$ cat src/rtl/otps_regs.svh
`ifndef OTPS_REGS_SVH
`define OTPS_REGS_SVH
`define OTPS_CMD_WREN    8'h06
`define OTPS_CMD_WRDI    8'h04
`define OTPS_CMD_SETF    8'h1f
`define OTPS_CMD_GETF    8'h0f
`define OTPS_CMD_PREAD   8'h13
`define OTPS_CMD_PEXEC   8'h10
`define OTPS_CMD_BERASE  8'hd8
`define OTPS_CMD_RESET   8'hff
`define OTPS_FA_CONFIG   8'hb0
`define OTPS_FA_STATUS   8'hc0
`define OTPS_CFG_LOCK    7
`define OTPS_CFG_SEL     6
`define OTPS_CFG_ECC     4
`define OTPS_CFG_QUAD    0
`define OTPS_ST_BUSY     0
`define OTPS_ST_WEL      1
`define OTPS_ST_EFAIL    2
`define OTPS_ST_PFAIL    3
`define OTPS_ST_ECC_LO   4
`define OTPS_ST_ECC_HI   5
`define OTPS_ECC_EN_RST  1'b1
`define OTPS_OTP_PAGES   24'h000004
`define OTPS_PAGE_BYTES  12'h840
`define OTPS_BOOT_ROW    24'h000000
`define OTPS_BIT_LAST    3'h7
`define OTPS_IDX_OP      3'h0
`define OTPS_IDX_ADDR    3'h1
`define OTPS_IDX_DATA    3'h2
`define OTPS_IDX_ROWEND  3'h3
`define OTPS_IDX_MAX     3'h7
`define OTPS_ECC_NONE    2'h0
`endif

$ cat src/rtl/otps_pkg.sv
package otps_pkg;
  typedef enum logic [1:0] {OS_INIT, OS_IDLE, OS_BUSY, OS_ABORT} otps_state_t;
  typedef enum logic [1:0] {OK_READ, OK_PROG, OK_ERASE} otps_op_t;
endpackage

$ cat src/rtl/otps_core.sv
// Behaviour
// - otp area is four pages of 2112 bytes, addressed apart from array
// - unprogrammed lock cell reads 0, otp area still programmable
// - select bit 0 routes read, program, erase to user array
// - select bit 1 maps read/program onto otp pages 00 to 03
// - lock and select set, write enable, program execute commits lock
// - once locked, lock stays 1; otp area read only
// - status at c0h: busy, latch, efail, pfail, ecc result, reserved
// - program fail set for invalid address, locked otp, protected block
// - program fail cleared by program execute and by reset ffh
// - erase fail set for otp area select, protected block; no address check
// - erase fail cleared at block erase start and by reset ffh
// - latch follows 06h/04h; 10h and d8h ignored unless latch set
// - busy is 1 during page read, program, erase; 0 when done
// - after reset ffh busy shows init or abort progress
// - ecc result: 00 none, 01 fixed, 10 uncorrectable, 11 eight fixed
// - ecc result cleared at page read start, shows boot load result
// - power-up and every reset ffh load page 0 of block 0
// - ecc enable bit defaults to 1 after power-up and reset
`timescale 1ns/1ps
`include "otps_regs.svh"
module otps_core
  import otps_pkg::*;
(
  input  wire logic        ref_clk,
  input  wire logic        rst_b,
  input  wire logic        sclk,
  input  wire logic        cs_b,
  input  wire logic        si,
  output logic             so,
  output logic             soOe,
  input  wire logic        nvLock,
  output logic             nvLockProgram,
  input  wire logic        protectHit,
  output logic             arrStart,
  output otps_op_t         arrOp,
  output logic [23:0]      arrRow,
  output logic             arrOtp,
  output logic             arrEccEn,
  output logic             arrAbort,
  input  wire logic        arrDone,
  input  wire logic        arrFail,
  input  wire logic [1:0]  arrEcc,
  output logic             quadEnable
);
  logic        sclkS1, sclkS2, sclkS3, csS1, csS2, siS1, siS2;
  logic        nvS1, nvS2;
  logic [7:0]  shiftIn, opcode, featAddr, txShift;
  logic [2:0]  bitCnt, byteIdx;
  logic [23:0] rowAddr;
  otps_state_t state;
  otps_op_t    opKind;
  logic        loadPend, write_latch, pFail, eFail, otpSel, lockReq, lockDone;
  logic        eccEn;
  logic [1:0]  eccRes;

  // link pins are sampled twice before use; sclk is far slower than ref_clk
  always_ff @(posedge ref_clk or negedge rst_b) begin
    if (!rst_b) begin
      {sclkS1, sclkS2, sclkS3, siS1, siS2, nvS1, nvS2} <= 7'h00;
      {csS1, csS2} <= 2'h3;
    end else begin
      {sclkS1, sclkS2, sclkS3} <= {sclk, sclkS1, sclkS2};
      {csS1, csS2} <= {cs_b, csS1};
      {siS1, siS2} <= {si, siS1};
      {nvS1, nvS2} <= {nvLock, nvS1};
    end
  end

  wire       rise     = sclkS2 & ~sclkS3 & ~csS2;
  wire       fall     = ~sclkS2 & sclkS3 & ~csS2;
  wire [7:0] rxByte   = {shiftIn[6:0], siS2};
  wire       byteDone = rise && (bitCnt == `OTPS_BIT_LAST);
  wire       atOp     = byteDone && (byteIdx == `OTPS_IDX_OP);
  wire       isRowCmd = (opcode == `OTPS_CMD_PREAD) ||
                        (opcode == `OTPS_CMD_PEXEC) ||
                        (opcode == `OTPS_CMD_BERASE);
  wire [23:0] newRow  = {rowAddr[15:0], rxByte};
  wire       busy     = (state != OS_IDLE);
  wire       otpLock  = nvS2 | lockDone;

  // command decode
  wire cmdWren = atOp && (rxByte == `OTPS_CMD_WREN);
  wire cmdWrdi = atOp && (rxByte == `OTPS_CMD_WRDI);
  wire cmdRst  = atOp && (rxByte == `OTPS_CMD_RESET);
  wire cmdSetf = byteDone && (byteIdx == `OTPS_IDX_DATA) &&
                 (opcode == `OTPS_CMD_SETF) && (featAddr == `OTPS_FA_CONFIG);
  wire getfLoad = byteDone && (byteIdx != `OTPS_IDX_OP) &&
                  (opcode == `OTPS_CMD_GETF);
  wire cmdRow  = byteDone && (byteIdx == `OTPS_IDX_ROWEND) && isRowCmd;

  wire otpPageBad  = otpSel && (newRow >= `OTPS_OTP_PAGES);
  wire progGo      = cmdRow && (opcode == `OTPS_CMD_PEXEC) &&
                     write_latch && !busy;
  wire lockCommit  = progGo && otpSel && lockReq && !otpLock;
  wire progReject  = progGo && !lockCommit &&
                     (otpSel ? (otpLock || otpPageBad) : protectHit);
  wire progStart   = progGo && !lockCommit && !progReject;
  wire eraseGo     = cmdRow && (opcode == `OTPS_CMD_BERASE) &&
                     write_latch && !busy;
  wire eraseReject = eraseGo && (otpSel || protectHit);
  wire eraseStart  = eraseGo && !eraseReject;
  wire readStart   = cmdRow && (opcode == `OTPS_CMD_PREAD) && !busy;
  wire launch      = readStart || progStart || eraseStart || loadPend;
  wire resultIn    = arrDone && ((state == OS_BUSY) || (state == OS_INIT));

  // reserved bits are hard zero so writes to them cannot stick
  wire [7:0] cfgRead = {otpLock | lockReq, otpSel, 1'b0, eccEn,
                        3'h0, quadEnable};
  wire [7:0] stRead  = {2'h0, eccRes, pFail, eFail, write_latch, busy};
  wire [7:0] selAddr = (byteIdx == `OTPS_IDX_ADDR) ? rxByte : featAddr;
  wire [7:0] rdData  = (selAddr == `OTPS_FA_CONFIG) ? cfgRead :
                       (selAddr == `OTPS_FA_STATUS) ? stRead : 8'h00;

  // serial framing
  always_ff @(posedge ref_clk or negedge rst_b) begin
    if (!rst_b) begin
      shiftIn  <= 8'h00;
      bitCnt   <= 3'h0;
      byteIdx  <= 3'h0;
      opcode   <= 8'h00;
      featAddr <= 8'h00;
      rowAddr  <= 24'h000000;
    end else if (csS2) begin
      bitCnt  <= 3'h0;
      byteIdx <= 3'h0;
    end else if (rise) begin
      shiftIn <= rxByte;
      bitCnt  <= bitCnt + 3'h1;
      if (byteDone && byteIdx != `OTPS_IDX_MAX)
        byteIdx <= byteIdx + 3'h1;
      if (atOp)
        opcode <= rxByte;
      if (byteDone && byteIdx == `OTPS_IDX_ADDR)
        featAddr <= rxByte;
      if (byteDone && byteIdx != `OTPS_IDX_OP)
        rowAddr <= newRow;
    end
  end

  // reply reloads every byte so status can be polled without a new frame;
  // no shift on the falling edge that follows a load
  always_ff @(posedge ref_clk or negedge rst_b) begin
    if (!rst_b)
      txShift <= 8'h00;
    else if (getfLoad)
      txShift <= rdData;
    else if (fall && bitCnt != 3'h0)
      txShift <= {txShift[6:0], 1'b0};
  end
  assign so   = txShift[7];
  assign soOe = !csS2 && (opcode == `OTPS_CMD_GETF) &&
                (byteIdx >= `OTPS_IDX_DATA);

  // feature register
  always_ff @(posedge ref_clk or negedge rst_b) begin
    if (!rst_b) begin
      otpSel     <= 1'b0;
      lockReq    <= 1'b0;
      eccEn      <= `OTPS_ECC_EN_RST;
      quadEnable <= 1'b0;
    end else if (cmdRst) begin
      otpSel  <= 1'b0;
      lockReq <= 1'b0;
      eccEn   <= `OTPS_ECC_EN_RST;
    end else if (cmdSetf) begin
      otpSel     <= rxByte[`OTPS_CFG_SEL];
      lockReq    <= rxByte[`OTPS_CFG_LOCK] && !otpLock;
      eccEn      <= rxByte[`OTPS_CFG_ECC];
      quadEnable <= rxByte[`OTPS_CFG_QUAD];
    end
  end

  // lock is one-way: nothing but reset of the flop clears it, and the
  // nonvolatile cell keeps it across power cycles
  always_ff @(posedge ref_clk or negedge rst_b) begin
    if (!rst_b) begin
      lockDone      <= 1'b0;
      nvLockProgram <= 1'b0;
    end else begin
      nvLockProgram <= lockCommit;
      if (lockCommit)
        lockDone <= 1'b1;
    end
  end

  // write latch
  always_ff @(posedge ref_clk or negedge rst_b) begin
    if (!rst_b)
      write_latch <= 1'b0;
    else if (cmdWren)
      write_latch <= 1'b1;
    else if (cmdWrdi || cmdRst || progGo || eraseGo)
      write_latch <= 1'b0;
  end

  // status flags: a result arriving with a clear is kept
  always_ff @(posedge ref_clk or negedge rst_b) begin
    if (!rst_b) begin
      pFail  <= 1'b0;
      eFail  <= 1'b0;
      eccRes <= `OTPS_ECC_NONE;
    end else begin
      if (progReject || (resultIn && opKind == OK_PROG))
        pFail <= progReject || arrFail;
      else if (progGo || cmdRst)
        pFail <= 1'b0;
      if (eraseReject || (resultIn && opKind == OK_ERASE))
        eFail <= eraseReject || arrFail;
      else if (eraseGo || cmdRst)
        eFail <= 1'b0;
      if (resultIn && opKind == OK_READ)
        eccRes <= arrEcc;
      else if (readStart || loadPend)
        eccRes <= `OTPS_ECC_NONE;
    end
  end

  // operation sequencer
  always_ff @(posedge ref_clk or negedge rst_b) begin
    if (!rst_b) begin
      state    <= OS_INIT;
      loadPend <= 1'b1;
      opKind   <= OK_READ;
      arrStart <= 1'b0;
      arrOp    <= OK_READ;
      arrRow   <= 24'h000000;
      arrOtp   <= 1'b0;
      arrEccEn <= `OTPS_ECC_EN_RST;
      arrAbort <= 1'b0;
    end else begin
      arrStart <= launch;
      arrAbort <= cmdRst && busy;
      if (launch) begin
        loadPend <= 1'b0;
        arrEccEn <= eccEn;
        if (loadPend) begin
          arrOp  <= OK_READ;
          opKind <= OK_READ;
          arrRow <= `OTPS_BOOT_ROW;
          arrOtp <= 1'b0;
        end else begin
          arrOp  <= readStart ? OK_READ : (progStart ? OK_PROG : OK_ERASE);
          opKind <= readStart ? OK_READ : (progStart ? OK_PROG : OK_ERASE);
          arrRow <= newRow;
          arrOtp <= otpSel;
        end
      end
      if (cmdRst && busy)
        state <= OS_ABORT;
      else if (cmdRst) begin
        state    <= OS_INIT;
        loadPend <= 1'b1;
      end else if (state == OS_ABORT && arrDone) begin
        state    <= OS_INIT;
        loadPend <= 1'b1;
      end else if (resultIn && !loadPend)
        state <= OS_IDLE;
      else if (readStart || progStart || eraseStart)
        state <= OS_BUSY;
    end
  end
endmodule

$ cat config.mk
export PLATFORM = sky130hd
export DESIGN_NAME = otps_core
export DESIGN_NICKNAME = d
export VERILOG_FILES = /design/src/rtl/otps_pkg.sv /design/src/rtl/otps_core.sv
export VERILOG_INCLUDE_DIRS = /design/src /design/src/rtl
export SDC_FILE = /design/constraint.sdc
export NUM_CORES = 1
export LEC_CHECK = 0
export ABC_AREA = 0
export BUFFER_PORTS_ARGS = -buffer_cell sky130_fd_sc_hd__buf_2
export CELL_PAD_IN_SITES_DETAIL_PLACEMENT = 1
export CELL_PAD_IN_SITES_GLOBAL_PLACEMENT = 1
export CORE_UTILIZATION = 48
export CTS_CLUSTER_SIZE = 24
export DETAILED_ROUTE_END_ITERATION = 16
export GPL_TIMING_DRIVEN = 0
export PLACE_DENSITY = 0.89
export SLEW_MARGIN = 5
export SYNTH_ARGS = -nofsm -noshare
export SYNTH_HDL_FRONTEND = slang
export SYNTH_SLANG_ARGS = --single-unit
$ cat constraint.sdc
create_clock -name ref_clk -period 3.2 [get_ports ref_clk]
set_input_delay 0.64 -clock ref_clk [delete_from_list [all_inputs] [get_ports ref_clk]]
set_output_delay 0.64 -clock ref_clk [all_outputs]
set_load 0.01 [all_outputs]
==> qor.yml, run 1 <==
run_status:
  status: "finished clean"
min_path:
  hold_class: "input pin to asynchronous set/reset pin"
route:
  drtAntennaViolNets: 0
  wl_per_cell_um: 20.03
  wl_um: 11400
  drt_pass1_iterations: 4
  route.detailed.drc: 0
  drtIter0Drc: 110
  vias_per_cell: 5.698
  via_count: 3242
die:
  core_sq_um: 9284
  die_h_um: 100.1
  rows: 35
  io_pins: 45
  initial_core_util: 0.4980
  die_w_um: 100.1
  die-area_sq_um: 10030
clocking:
  clock-sinks: 106
  clockBufferDepth: 2
  cts_root_buffer: "clkbuf_8"
  clock_latency_ps: 380
  post_cts_resized: 0
  cts_tree: "done"
  ctsHoldBuffers: 0
  clk_pin_slew_ps: 120
  post_cts_buffers: 0
  numCtsBuffers: 9
  htree_num_levels: 3
critical_path:
  cp_data_arrival_time_ps: 3070
  critPathLaunch: "bitCnt[0]$_DFFE_PN0P_"
  cpMaxStageDelayCell: "dfrtp_1"
  rr_startpoint: "bitCnt[0]$_DFFE_PN0P_"
  r2r_slack_ps: 410
  critPathLaunchType: "flop"
  cp_common_cell: "buf_2"
  path_buf_inv: 3
  crit_fanout: 10
  critical-path-max-stage-delay_ps: 410
  reg2reg_to: "arrOtp$_DFFE_PN0P_"
  path_delay_family: "simple AND/OR/NAND/NOR gates"
  required_ps: 3470
  timing.setup.critical_path_class: "flop to flop"
  path_cells: "ha_1 > ha_1 > nor4bb_1 > buf_2 > nand2_1 > nor3_2 > a31oi_1 > and2_1 > buf_2 > buf_2 > a22o_1"
  r2r_cells: 11
  crit_path_end_kind: "flop"
sta:
  fin_crit_sh: 0.8732
  rsz0062_at_grt: "no"
  hold_violations: 0
  tns_ps: 0
  finClkSkew_ps: 16.07
  setup_violations: 0
  slew_viol_final: 0
  worst_pin_slew_ps: 859.7
  fin_crit_ps: 2794
  maxSlewHeadroom: 0.4220
  fmax_mhz: 357.9
grt:
  globalRouteOverflowTotal: 0
  grt_max_degree: 61
  antenna_found_initial: 0
  grt_pass1_wl_um: 18640
  grt_usage: 0.2453
  grt_pass1_vias: 3508
power:
  finalPower_uw: 2502
  vdd_drop_max_mv: 0.2112
  power_density_nw_per_um2: 478.4
  p_leak_uw: 0.002557
logic_synthesis:
  synth.distinct_cells: 53
  synth.top_cell.area_share: 0.5467
  yosysWarnings: 0
  seq_area_frac_synth: 0.5751
  syn_nets: 399
  synth_edf_count: 0
  netlist_area_sq_um: 4623
  synth-seq-cells: 106
  syn_inst: 379
  ys.flop_type: "dfrtp_1"
  avgSynthCellArea_sq_um: 12.20
  ys_async_sr_fraction: 1.000
  netlist_top_cells_area: "dfrtp_1, mux2_2, a22o_1, dfstp_2, ha_1"
  synth_area_leader_cell: "dfrtp_1"
finish:
  fin_nets: 455
  fin_util: 0.5633
  n_antenna_cell: 0
  post-route-cell-area_sq_um: 5230
  area_delta_synth_final_pct: 13.13
  drive_gt1_frac: 0.2864
place:
  hpwl_um: 7784
  place_area_sq_um: 5035
  port_buffers: 44
  gp_congestion: 0.8007
job:
  maxCapViolCount: 0
-- cell usage after synthesis, types with 2 or more instances --
library cell    n
nor4_1          7
mux2_2         41
nor2b_1         6
buf_6           2
xnor2_1         2
dfstp_2         5
nand2_1        29
nor3b_1         2
nand4_1         9
nor2_1         23
o31a_1          2
buf_2           4
mux2i_1        11
or3_1           5
ha_1            9
buf_4           2
nand2b_1        8
buf_1           2
a21oi_1        12
o211ai_1        2
inv_1           8
o21ai_0         8
nor3_1         10
clkbuf_1        9
nand3_1         8
a22o_1         24
and2_1          3
dfrtp_1       101
-- state kept, by name, indices dropped and copies added (netlist names), 2 cells and up --
register,cells
arrRow,24
rowAddr,16
featAddr,8
opcode,8
txShift,8
shiftIn,7
bitCnt,3
byteIdx,3
eccRes,2
opKind,2
state,2
-- layout make-up --
cell class | count | area [sq um]
buffer | 19 | 98.84
clock buffer | 9 | 123.9
clock inverter | 7 | 71.32
fill | 993 | 4054
inverter | 8 | 30.03
multi-input combinational | 246 | 1836
sequential | 106 | 2659
tap | 129 | 161.4
timing repair buffer | 45 | 250.2
-- how the worst max path moves through the flow --
stage	to	slack, ps	cells after the start
2_1_floorplan	arrRow[0]$_DFFE_PN0P_	870	11
3_3_place_gp	siS1$_DFF_PN0_	360	1
3_5_place_dp	arrRow[20]$_DFFE_PN0P_	470	11
4_1_cts	arrRow[20]$_DFFE_PN0P_	370	11
5_1_grt	arrRow[20]$_DFFE_PN0P_	190	11
6_report	arrOtp$_DFFE_PN0P_	410	11
-- metal layers --
metal,global-route usage,wire [um],up-vias
met5,0,0,-
met4,0.1104,311,0
met3,0.03343,296,22
met2,0.4226,5807,60
met1,0.3084,4984,1688
li1,-,-,1472
-- layout by cell type (no fill, tap or decap), types with 9 or more instances in the layout --
cell type / synthesis / final
nand2_1: 29 / 29
nor3_1: 10 / 10
a21oi_1: 12 / 12
clkbuf_1: 9 / 9
a22o_1: 24 / 24
ha_1: 9 / 9
nand4_1: 9 / 9
nor2_1: 23 / 23
mux2i_1: 11 / 11
clkbuf_8: 0 / 9
dfrtp_1: 101 / 101
mux2_2: 41 / 41
buf_2: 4 / 47
-- stage by stage --
| stage | worst slack (ps) | std cells | hold slack, ps |
|---|---|---|---|
| after CTS | 370.2 | 569 | 290.2 |
| after global routing | 193.8 | 569 | 312.0 |
| after floorplan | 869.3 | 379 | 331.2 |
| after detailed placement | 471.0 | 553 | 340.2 |
| after global placement | 357.4 | 552 | 333.7 |
| final | 405.6 | 569 | 271.4 |
-- power breakdown --
part / total, uW / switching, uW / internal, uW
clock: 822 / 517 / 305
combinational: 262 / 183 / 79.0
sequential: 1420 / 34.2 / 1380
total: 2500 / 734 / 1770
-- cell families (layout without fill, tap and decap cells) --
family,count (synthesis),after routing,share of synthesized area
flops,106,106,0.5751
mux,52,52,0.1237
fa+ha+maj,9,9,0.02436
compound gates,59,59,0.09581
simple gates,124,124,0.1494
buf+inv,27,88,0.02787
xor+xnor,2,2,0.003790
(Power assumes the default switching activity.)
==> inputs of run 2 (changes only) <==
Settings changed: CORE_MARGIN set to 8.
Clock period 3.2 ns to 2.6 ns, I/O delays scaled along.
==> run 2 against run 1 <==
  * Clock power up 31%
  * Maximum frequency increased by 10%
  * Combinational power up 30%
  * Critical path depth is 5 lower
  * Critical path type unchanged
==> qor.yml, run 2 (synthesis gave the netlist of run 1 again) <==
die:
  core_sq_um: 9549  # was 9284 sq um
  initial_core_util: 0.4841  # was 0.4980
  die_w_um: 114.1  # was 100.1 um
  die_h_um: 114.1  # was 100.1 um
  io_pins: 45  # unchanged
  rows: 36  # was 35
  die-area_sq_um: 13030  # was 10030 sq um
clocking:
  clockBufferDepth: 2  # unchanged
  clock_latency_ps: 380  # about the same
  numCtsBuffers: 9  # unchanged
  cts_root_buffer: "clkbuf_8"  # unchanged
  cts_tree: "done"  # unchanged
  htree_num_levels: 3  # unchanged
  clock-sinks: 106  # unchanged
  clk_pin_slew_ps: 110  # was 120 ps
critical_path:
  reg2reg_to: "rowAddr[14]$_DFFE_PN0P_"  # was arrOtp$_DFFE_PN0P_
  rr_startpoint: "byteIdx[1]$_DFFE_PN0P_"  # was bitCnt[0]$_DFFE_PN0P_
  r2r_cells: 6  # was 11
  cp_data_arrival_time_ps: 2800  # was 3070 ps
  crit_path_end_kind: "flop"  # unchanged
  critPathLaunch: "byteIdx[1]$_DFFE_PN0P_"  # was bitCnt[0]$_DFFE_PN0P_
  path_cells: "inv_1 > ha_1 > nor2b_1 > nand2b_1 > clkbuf_2 > mux2_2"  # was ha_1 > ha_1 > nor4bb_1 > buf_2 > nand2_1 > nor3_2 > a31oi_1 > and2_1 > buf_2 > buf_2 > a22o_1
  required_ps: 2870  # was 3470 ps
  cpMaxStageDelayCell: "nand2b_1"  # was dfrtp_1
  timing.setup.critical_path_class: "flop to flop"  # unchanged
  critPathLaunchType: "flop"  # unchanged
  critical-path-max-stage-delay_ps: 550  # was 410 ps
  r2r_slack_ps: 70  # was 410 ps
  crit_fanout: 10  # unchanged
sta:
  fin_ws_ps: 67.56  # was 405.6 ps
  hold_slack_ps: 137.0  # was 271.4 ps
  finClkSkew_ps: 17.15  # was 16.07 ps
  hold_violations: 0  # unchanged
  setup_violations: 0  # unchanged
  worst_pin_slew_ps: 621.6  # was 859.7 ps
  maxSlewHeadroom: 0.5856  # was 0.4220
  fin_crit_ps: 2532  # was 2794 ps
  fmax_mhz: 394.9  # was 357.9 MHz
  fin_crit_sh: 0.9740  # was 0.8732
  slew_viol_final: 0  # unchanged
min_path:
  hold_class: "input pin to asynchronous set/reset pin"  # unchanged
grt:
  grt_usage: 0.1813  # was 0.2453
  grt_pass1_vias: 3474  # was 3508
  grt_max_degree: 63  # was 61
  globalRouteOverflowTotal: 0  # unchanged
  antenna_found_initial: 0  # unchanged
  grt_pass1_wl_um: 18460  # was 18640 um
finish:
  final_common_cell: "dfrtp_1"  # unchanged
  reg.largest.list: "arrRow (24), rowAddr (16)"  # unchanged
  drive_gt1_frac: 0.3251  # was 0.2864
  multi_input_area_sq_um: 1922  # was 1836 sq um
  instances_no_fill: 579  # was 569
  fin_nets: 461  # was 455
  ff_latch_area_sq_um: 2659  # unchanged
  largest_reg_flops: 24  # unchanged
  fin_util: 0.5658  # was 0.5633
  final_cell_mix: "dfrtp_1, buf_2, mux2_2, nand2_1, a22o_1"  # unchanged
  n_antenna_cell: 0  # unchanged
  top_register: "arrRow"  # unchanged
  nFillCells: 1015  # was 993
  area_delta_synth_final_pct: 16.86  # was 13.13%
route:
  wl_per_cell_um: 20.44  # was 20.03 um
  vias_per_cell: 5.623  # was 5.698
  via_count: 3256  # was 3242
  route.detailed.drc: 0  # unchanged
  drtAntennaViolNets: 0  # unchanged
  drt_pass1_iterations: 4  # unchanged
  wl_um: 11830  # was 11400 um
  drtIter0Drc: 222  # was 110
place:
  hpwl_um: 7841  # was 7784 um
  dp_slack_ps: -118.9  # was 471.0 ps
  gp_congestion: 0.8089  # was 0.8007
  port_buffers: 44  # unchanged
  dp_cells: 557  # was 553
power:
  power_density_nw_per_um2: 586.6  # was 478.4 nW/um^2
  vdd_drop_max_mv: 0.4231  # was 0.2112 mV
  p_leak_uw: 0.002653  # was 0.002557 uW
  finalPower_uw: 3169  # was 2502 uW
job:
  maxCapViolCount: 0  # unchanged
run_status:
  status: "finished clean"  # unchanged
run 2: cell types whose count changed in the layout (fill, tap and decap cells not counted), sizes merged:
cell and change:
buf +6, bufinv +1, clkbuf +1, clkinv -1
clkinvlp -1
run 2: metal layers:
metal | GRT usage | up-vias | part of all wire
met5 | 0 | - | 0
met4 | 0.07187 | 0 | 0.014
met3 | 0.04008 | 13 | 0.044
met2 | 0.3076 | 73 | 0.52
met1 | 0.2194 | 1686 | 0.42
li1 | - | 1484 | -
run 2: per-stage QoR:
step                      setup TNS, ps  cell area, sq um
after floorplan                       0              4623
final                                 0              5403
after detailed placement          -2165              5040
after global placement           -12420              5010
after CTS                             0              5291
after global routing             -747.4              5403
run 2: worst max-delay path, delay by kind of cell (launching register included):
kind	cells	cell delay, ps
mux	1	380
fa+ha+maj	1	190
simple gates	2	910
flops	1	450
buf+inv	2	500
run 2: worst max-delay path by stage:
stage,slack [ps],end,cells after the start
2_1_floorplan,270,arrRow[0]$_DFFE_PN0P_,11
3_3_place_gp,-130,txShift[3]$_DFFE_PN0P_,1
3_5_place_dp,-120,arrOtp$_DFFE_PN0P_,11
4_1_cts,6,state[1]$_DFFE_PN0P_,10
5_1_grt,-60,arrRow[1]$_DFFE_PN0P_,7
6_report,70,rowAddr[14]$_DFFE_PN0P_,6
run 2: power by group:
group	internal [uW]	switching (uW)	leakage (uW)
Sequential	1700	41.3	0.00141
Clock	484	599	0.000105
Combinational	102	239	0.00114
Total	2290	880	0.00265
run 2: cell type report:
type | instances | share of cell area
plain buffers | 17 | 0.01969
clock buffers | 10 | 0.02547
clock inverters | 6 | 0.01320
inverters | 8 | 0.005558
multi-input cells | 246 | 0.3557
flip-flops and latches | 106 | 0.4921
well taps | 133 | 0.03080
repair buffers | 53 | 0.05743
run 2: repair_timing:
| action | CTS | global route |
|---|---|---|
| setup endpoints to repair | 33 | 44 |
| hold buffers | 0 | 0 |
| endpoints found under the hold margin | 0 | 0 |
| pin swaps | 0 | 7 |
| buffers inserted | 2 | 5 |
| cloned | 0 | 1 |
| gates resized for setup | 6 | 19 |
==> inputs of run 3 (changes only) <==
==> constraint.sdc (replaced) <==
create_clock -name ref_clk -period 2.6 [get_ports ref_clk]
set_input_delay 0.52 -clock ref_clk [delete_from_list [all_inputs] [get_ports ref_clk]]
set_output_delay 0.52 -clock ref_clk [all_outputs]
set_load 0.005 [all_outputs]
==> run 3 against run 2 <==
  * Clock skew grew 1.2 ps
  * Final cell count did not move
  * Setup slack about the same
  * Clock power is essentially flat
  * Die area is the same
  * Sequential power is essentially flat
  * Core utilization decreased by 0.052 points
==> qor.yml, run 3 (synthesis gave the netlist of run 1 again) <==
run_status:
  status: "finished clean"  # unchanged
power:
  switching_share: 0.2766  # was 0.2776
  seqPwrFrac: 0.551  # about the same
  pwr-share-comb: 0.108  # about the same
  vdd_drop_max_mv: 0.4226  # was 0.4231 mV
  power_density_nw_per_um2: 586.3  # was 586.6 nW/um^2
  p_leak_uw: 0.002650  # was 0.002653 uW
  switchingPower_uw: 875.2  # was 879.9 uW
  power.internal_uw: 2289  # about the same
  power.share.clock: 0.341  # was 0.342
sta:
  fmax_mhz: 394.9  # about the same
  fin_crit_ps: 2532  # about the same
  fin_crit_sh: 0.9740  # about the same
  worst_pin_slew_ps: 627.9  # was 621.6 ps
  finClkSkew_ps: 18.31  # was 17.15 ps
  maxSlewHeadroom: 0.5814  # was 0.5856
  hold_violations: 0  # unchanged
  setup_violations: 0  # unchanged
  slew_viol_final: 0  # unchanged
finish:
  area_delta_synth_final_pct: 16.75  # was 16.86%
  reg.largest.list: "arrRow (24), rowAddr (16)"  # unchanged
  n_antenna_cell: 0  # unchanged
  final_cell_mix: "dfrtp_1, buf_2, mux2_2, nand2_1, a22o_1"  # unchanged
  post-route-cell-area_sq_um: 5398  # was 5403 sq um
  final_common_cell: "dfrtp_1"  # unchanged
  drive_gt1_frac: 0.3229  # was 0.3251
  largest_reg_flops: 24  # unchanged
  fin_nets: 461  # unchanged
  top_register: "arrRow"  # unchanged
  instances_no_fill: 579  # unchanged
  fin_util: 0.5653  # was 0.5658
clocking:
  clock-sinks: 106  # unchanged
  htree_num_levels: 3  # unchanged
  numCtsBuffers: 9  # unchanged
  cts_root_buffer: "clkbuf_8"  # unchanged
  cts_tree: "done"  # unchanged
  ctsHoldBuffers: 0  # unchanged
  clk_pin_slew_ps: 100  # was 110 ps
  clock_latency_ps: 380  # about the same
  clockBufferDepth: 2  # unchanged
route:
  via_count: 3275  # was 3256
  drtAntennaViolNets: 0  # unchanged
  route.detailed.drc: 0  # unchanged
  vias_per_cell: 5.656  # was 5.623
  wl_per_cell_um: 20.35  # was 20.44 um
  wl_um: 11780  # was 11830 um
  drtIter0Drc: 224  # was 222
  drt_pass1_iterations: 4  # unchanged
critical_path:
  cp_data_arrival_time_ps: 2840  # was 2800 ps
  critPathLaunchType: "flop"  # unchanged
  crit_path_end_kind: "flop"  # unchanged
  crit_fanout: 10  # unchanged
  required_ps: 2910  # was 2870 ps
  timing.setup.critical_path_class: "flop to flop"  # unchanged
die:
  core_sq_um: 9549  # unchanged
  rows: 36  # unchanged
  die_w_um: 114.1  # unchanged
  io_pins: 45  # unchanged
  initial_core_util: 0.4841  # unchanged
  die-area_sq_um: 13030  # unchanged
  die_h_um: 114.1  # unchanged
grt:
  globalRouteOverflowTotal: 0  # unchanged
  grt_usage: 0.1813  # unchanged
  grt_pass1_vias: 3474  # unchanged
  antenna_found_initial: 0  # unchanged
  grt_max_degree: 63  # unchanged
  grt_pass1_wl_um: 18460  # unchanged
place:
  dp_cells: 557  # unchanged
  hpwl_um: 7841  # unchanged
  place_area_sq_um: 5040  # unchanged
  port_buffers: 44  # unchanged
  gp_congestion: 0.8089  # unchanged
min_path:
  hold_class: "input pin to asynchronous set/reset pin"  # unchanged
job:
  maxCapViolCount: 0  # unchanged
run 3: cell count changes in the layout (fill, tap and decap cells not counted):
cell / delta
or3_1: +1
or3_4: -1
run 3: stage by stage:
stage	worst slack [ps]	TNS [ps]	total power [uW]	hold WS, ps
after floorplan	269.3	0	1946	224.4
after global placement	-126.1	-12420	2062	333.8
after detailed placement	-118.9	-2165	2090	337.2
after CTS	6.182	0	3174	155.4
after global routing	-57.32	-747.4	3277	189.0
final	67.66	0	3165	138.1
run 3: power groups by stage:
stage | logic, uW | registers, uW | clock network, uW
global route | 374 | 1750 | 1150
CTS | 330 | 1740 | 1100
floorplan | 189 | 1760 | 0
global placement | 294 | 1770 | 0
finish | 342 | 1740 | 1080
detailed placement | 317 | 1770 | 0
run 3: path summary, 6_finish.rpt:
kind	startpoint	end	slack, ps	depth (start not counted)
max reg2reg	state[0]$_DFFE_PN0P_	arrRow[1]$_DFFE_PN0P_	70	7
min reg2reg	csS1$_DFF_PN1_	csS2$_DFF_PN1_	360	0
min	rst_b	siS1$_DFF_PN0_	140	1
min in group ref_clk	cs_b	csS1$_DFF_PN1_	220	1
max in group asynchronous	rst_b	arrEccEn$_DFFE_PN1P_	1720	2
max	state[0]$_DFFE_PN0P_	arrRow[1]$_DFFE_PN0P_	70	7
run 3: area by class of cell:
class	instances	area, sq um
clock inverters	6	71.32
repair buffers	53	310.3
flip-flops and latches	106	2659
plain buffers	17	106.4
inverters	8	30.03
well taps	133	166.4
clock buffers	10	137.6
fillers	1016	4151
multi-input cells	246	1917
run 3: repair_timing:
action / 4_1_cts / 5_1_grt
endpoints found under the hold margin: 0 / 0
buffers inserted: 2 / 5
pin swaps: 0 / 7
setup endpoints to repair: 33 / 44
gates resized for setup: 6 / 18
gates cloned: 0 / 1
run 3: metal layers:
layer,global-route usage,vias up,part of all wire
li1,-,1487,-
met1,0.2194,1692,0.42
met2,0.3076,75,0.52
met3,0.04008,21,0.042
met4,0.07187,0,0.017
met5,0,-,0
run 3: critical path: stages (launching register included):
cell and delay [ps]:
dfrtp_1 460, nor2b_1 380, nand3_1 310, o41ai_1 430, nand3_1 220, a21oi_4 330, buf_6 190, a22o_1 140
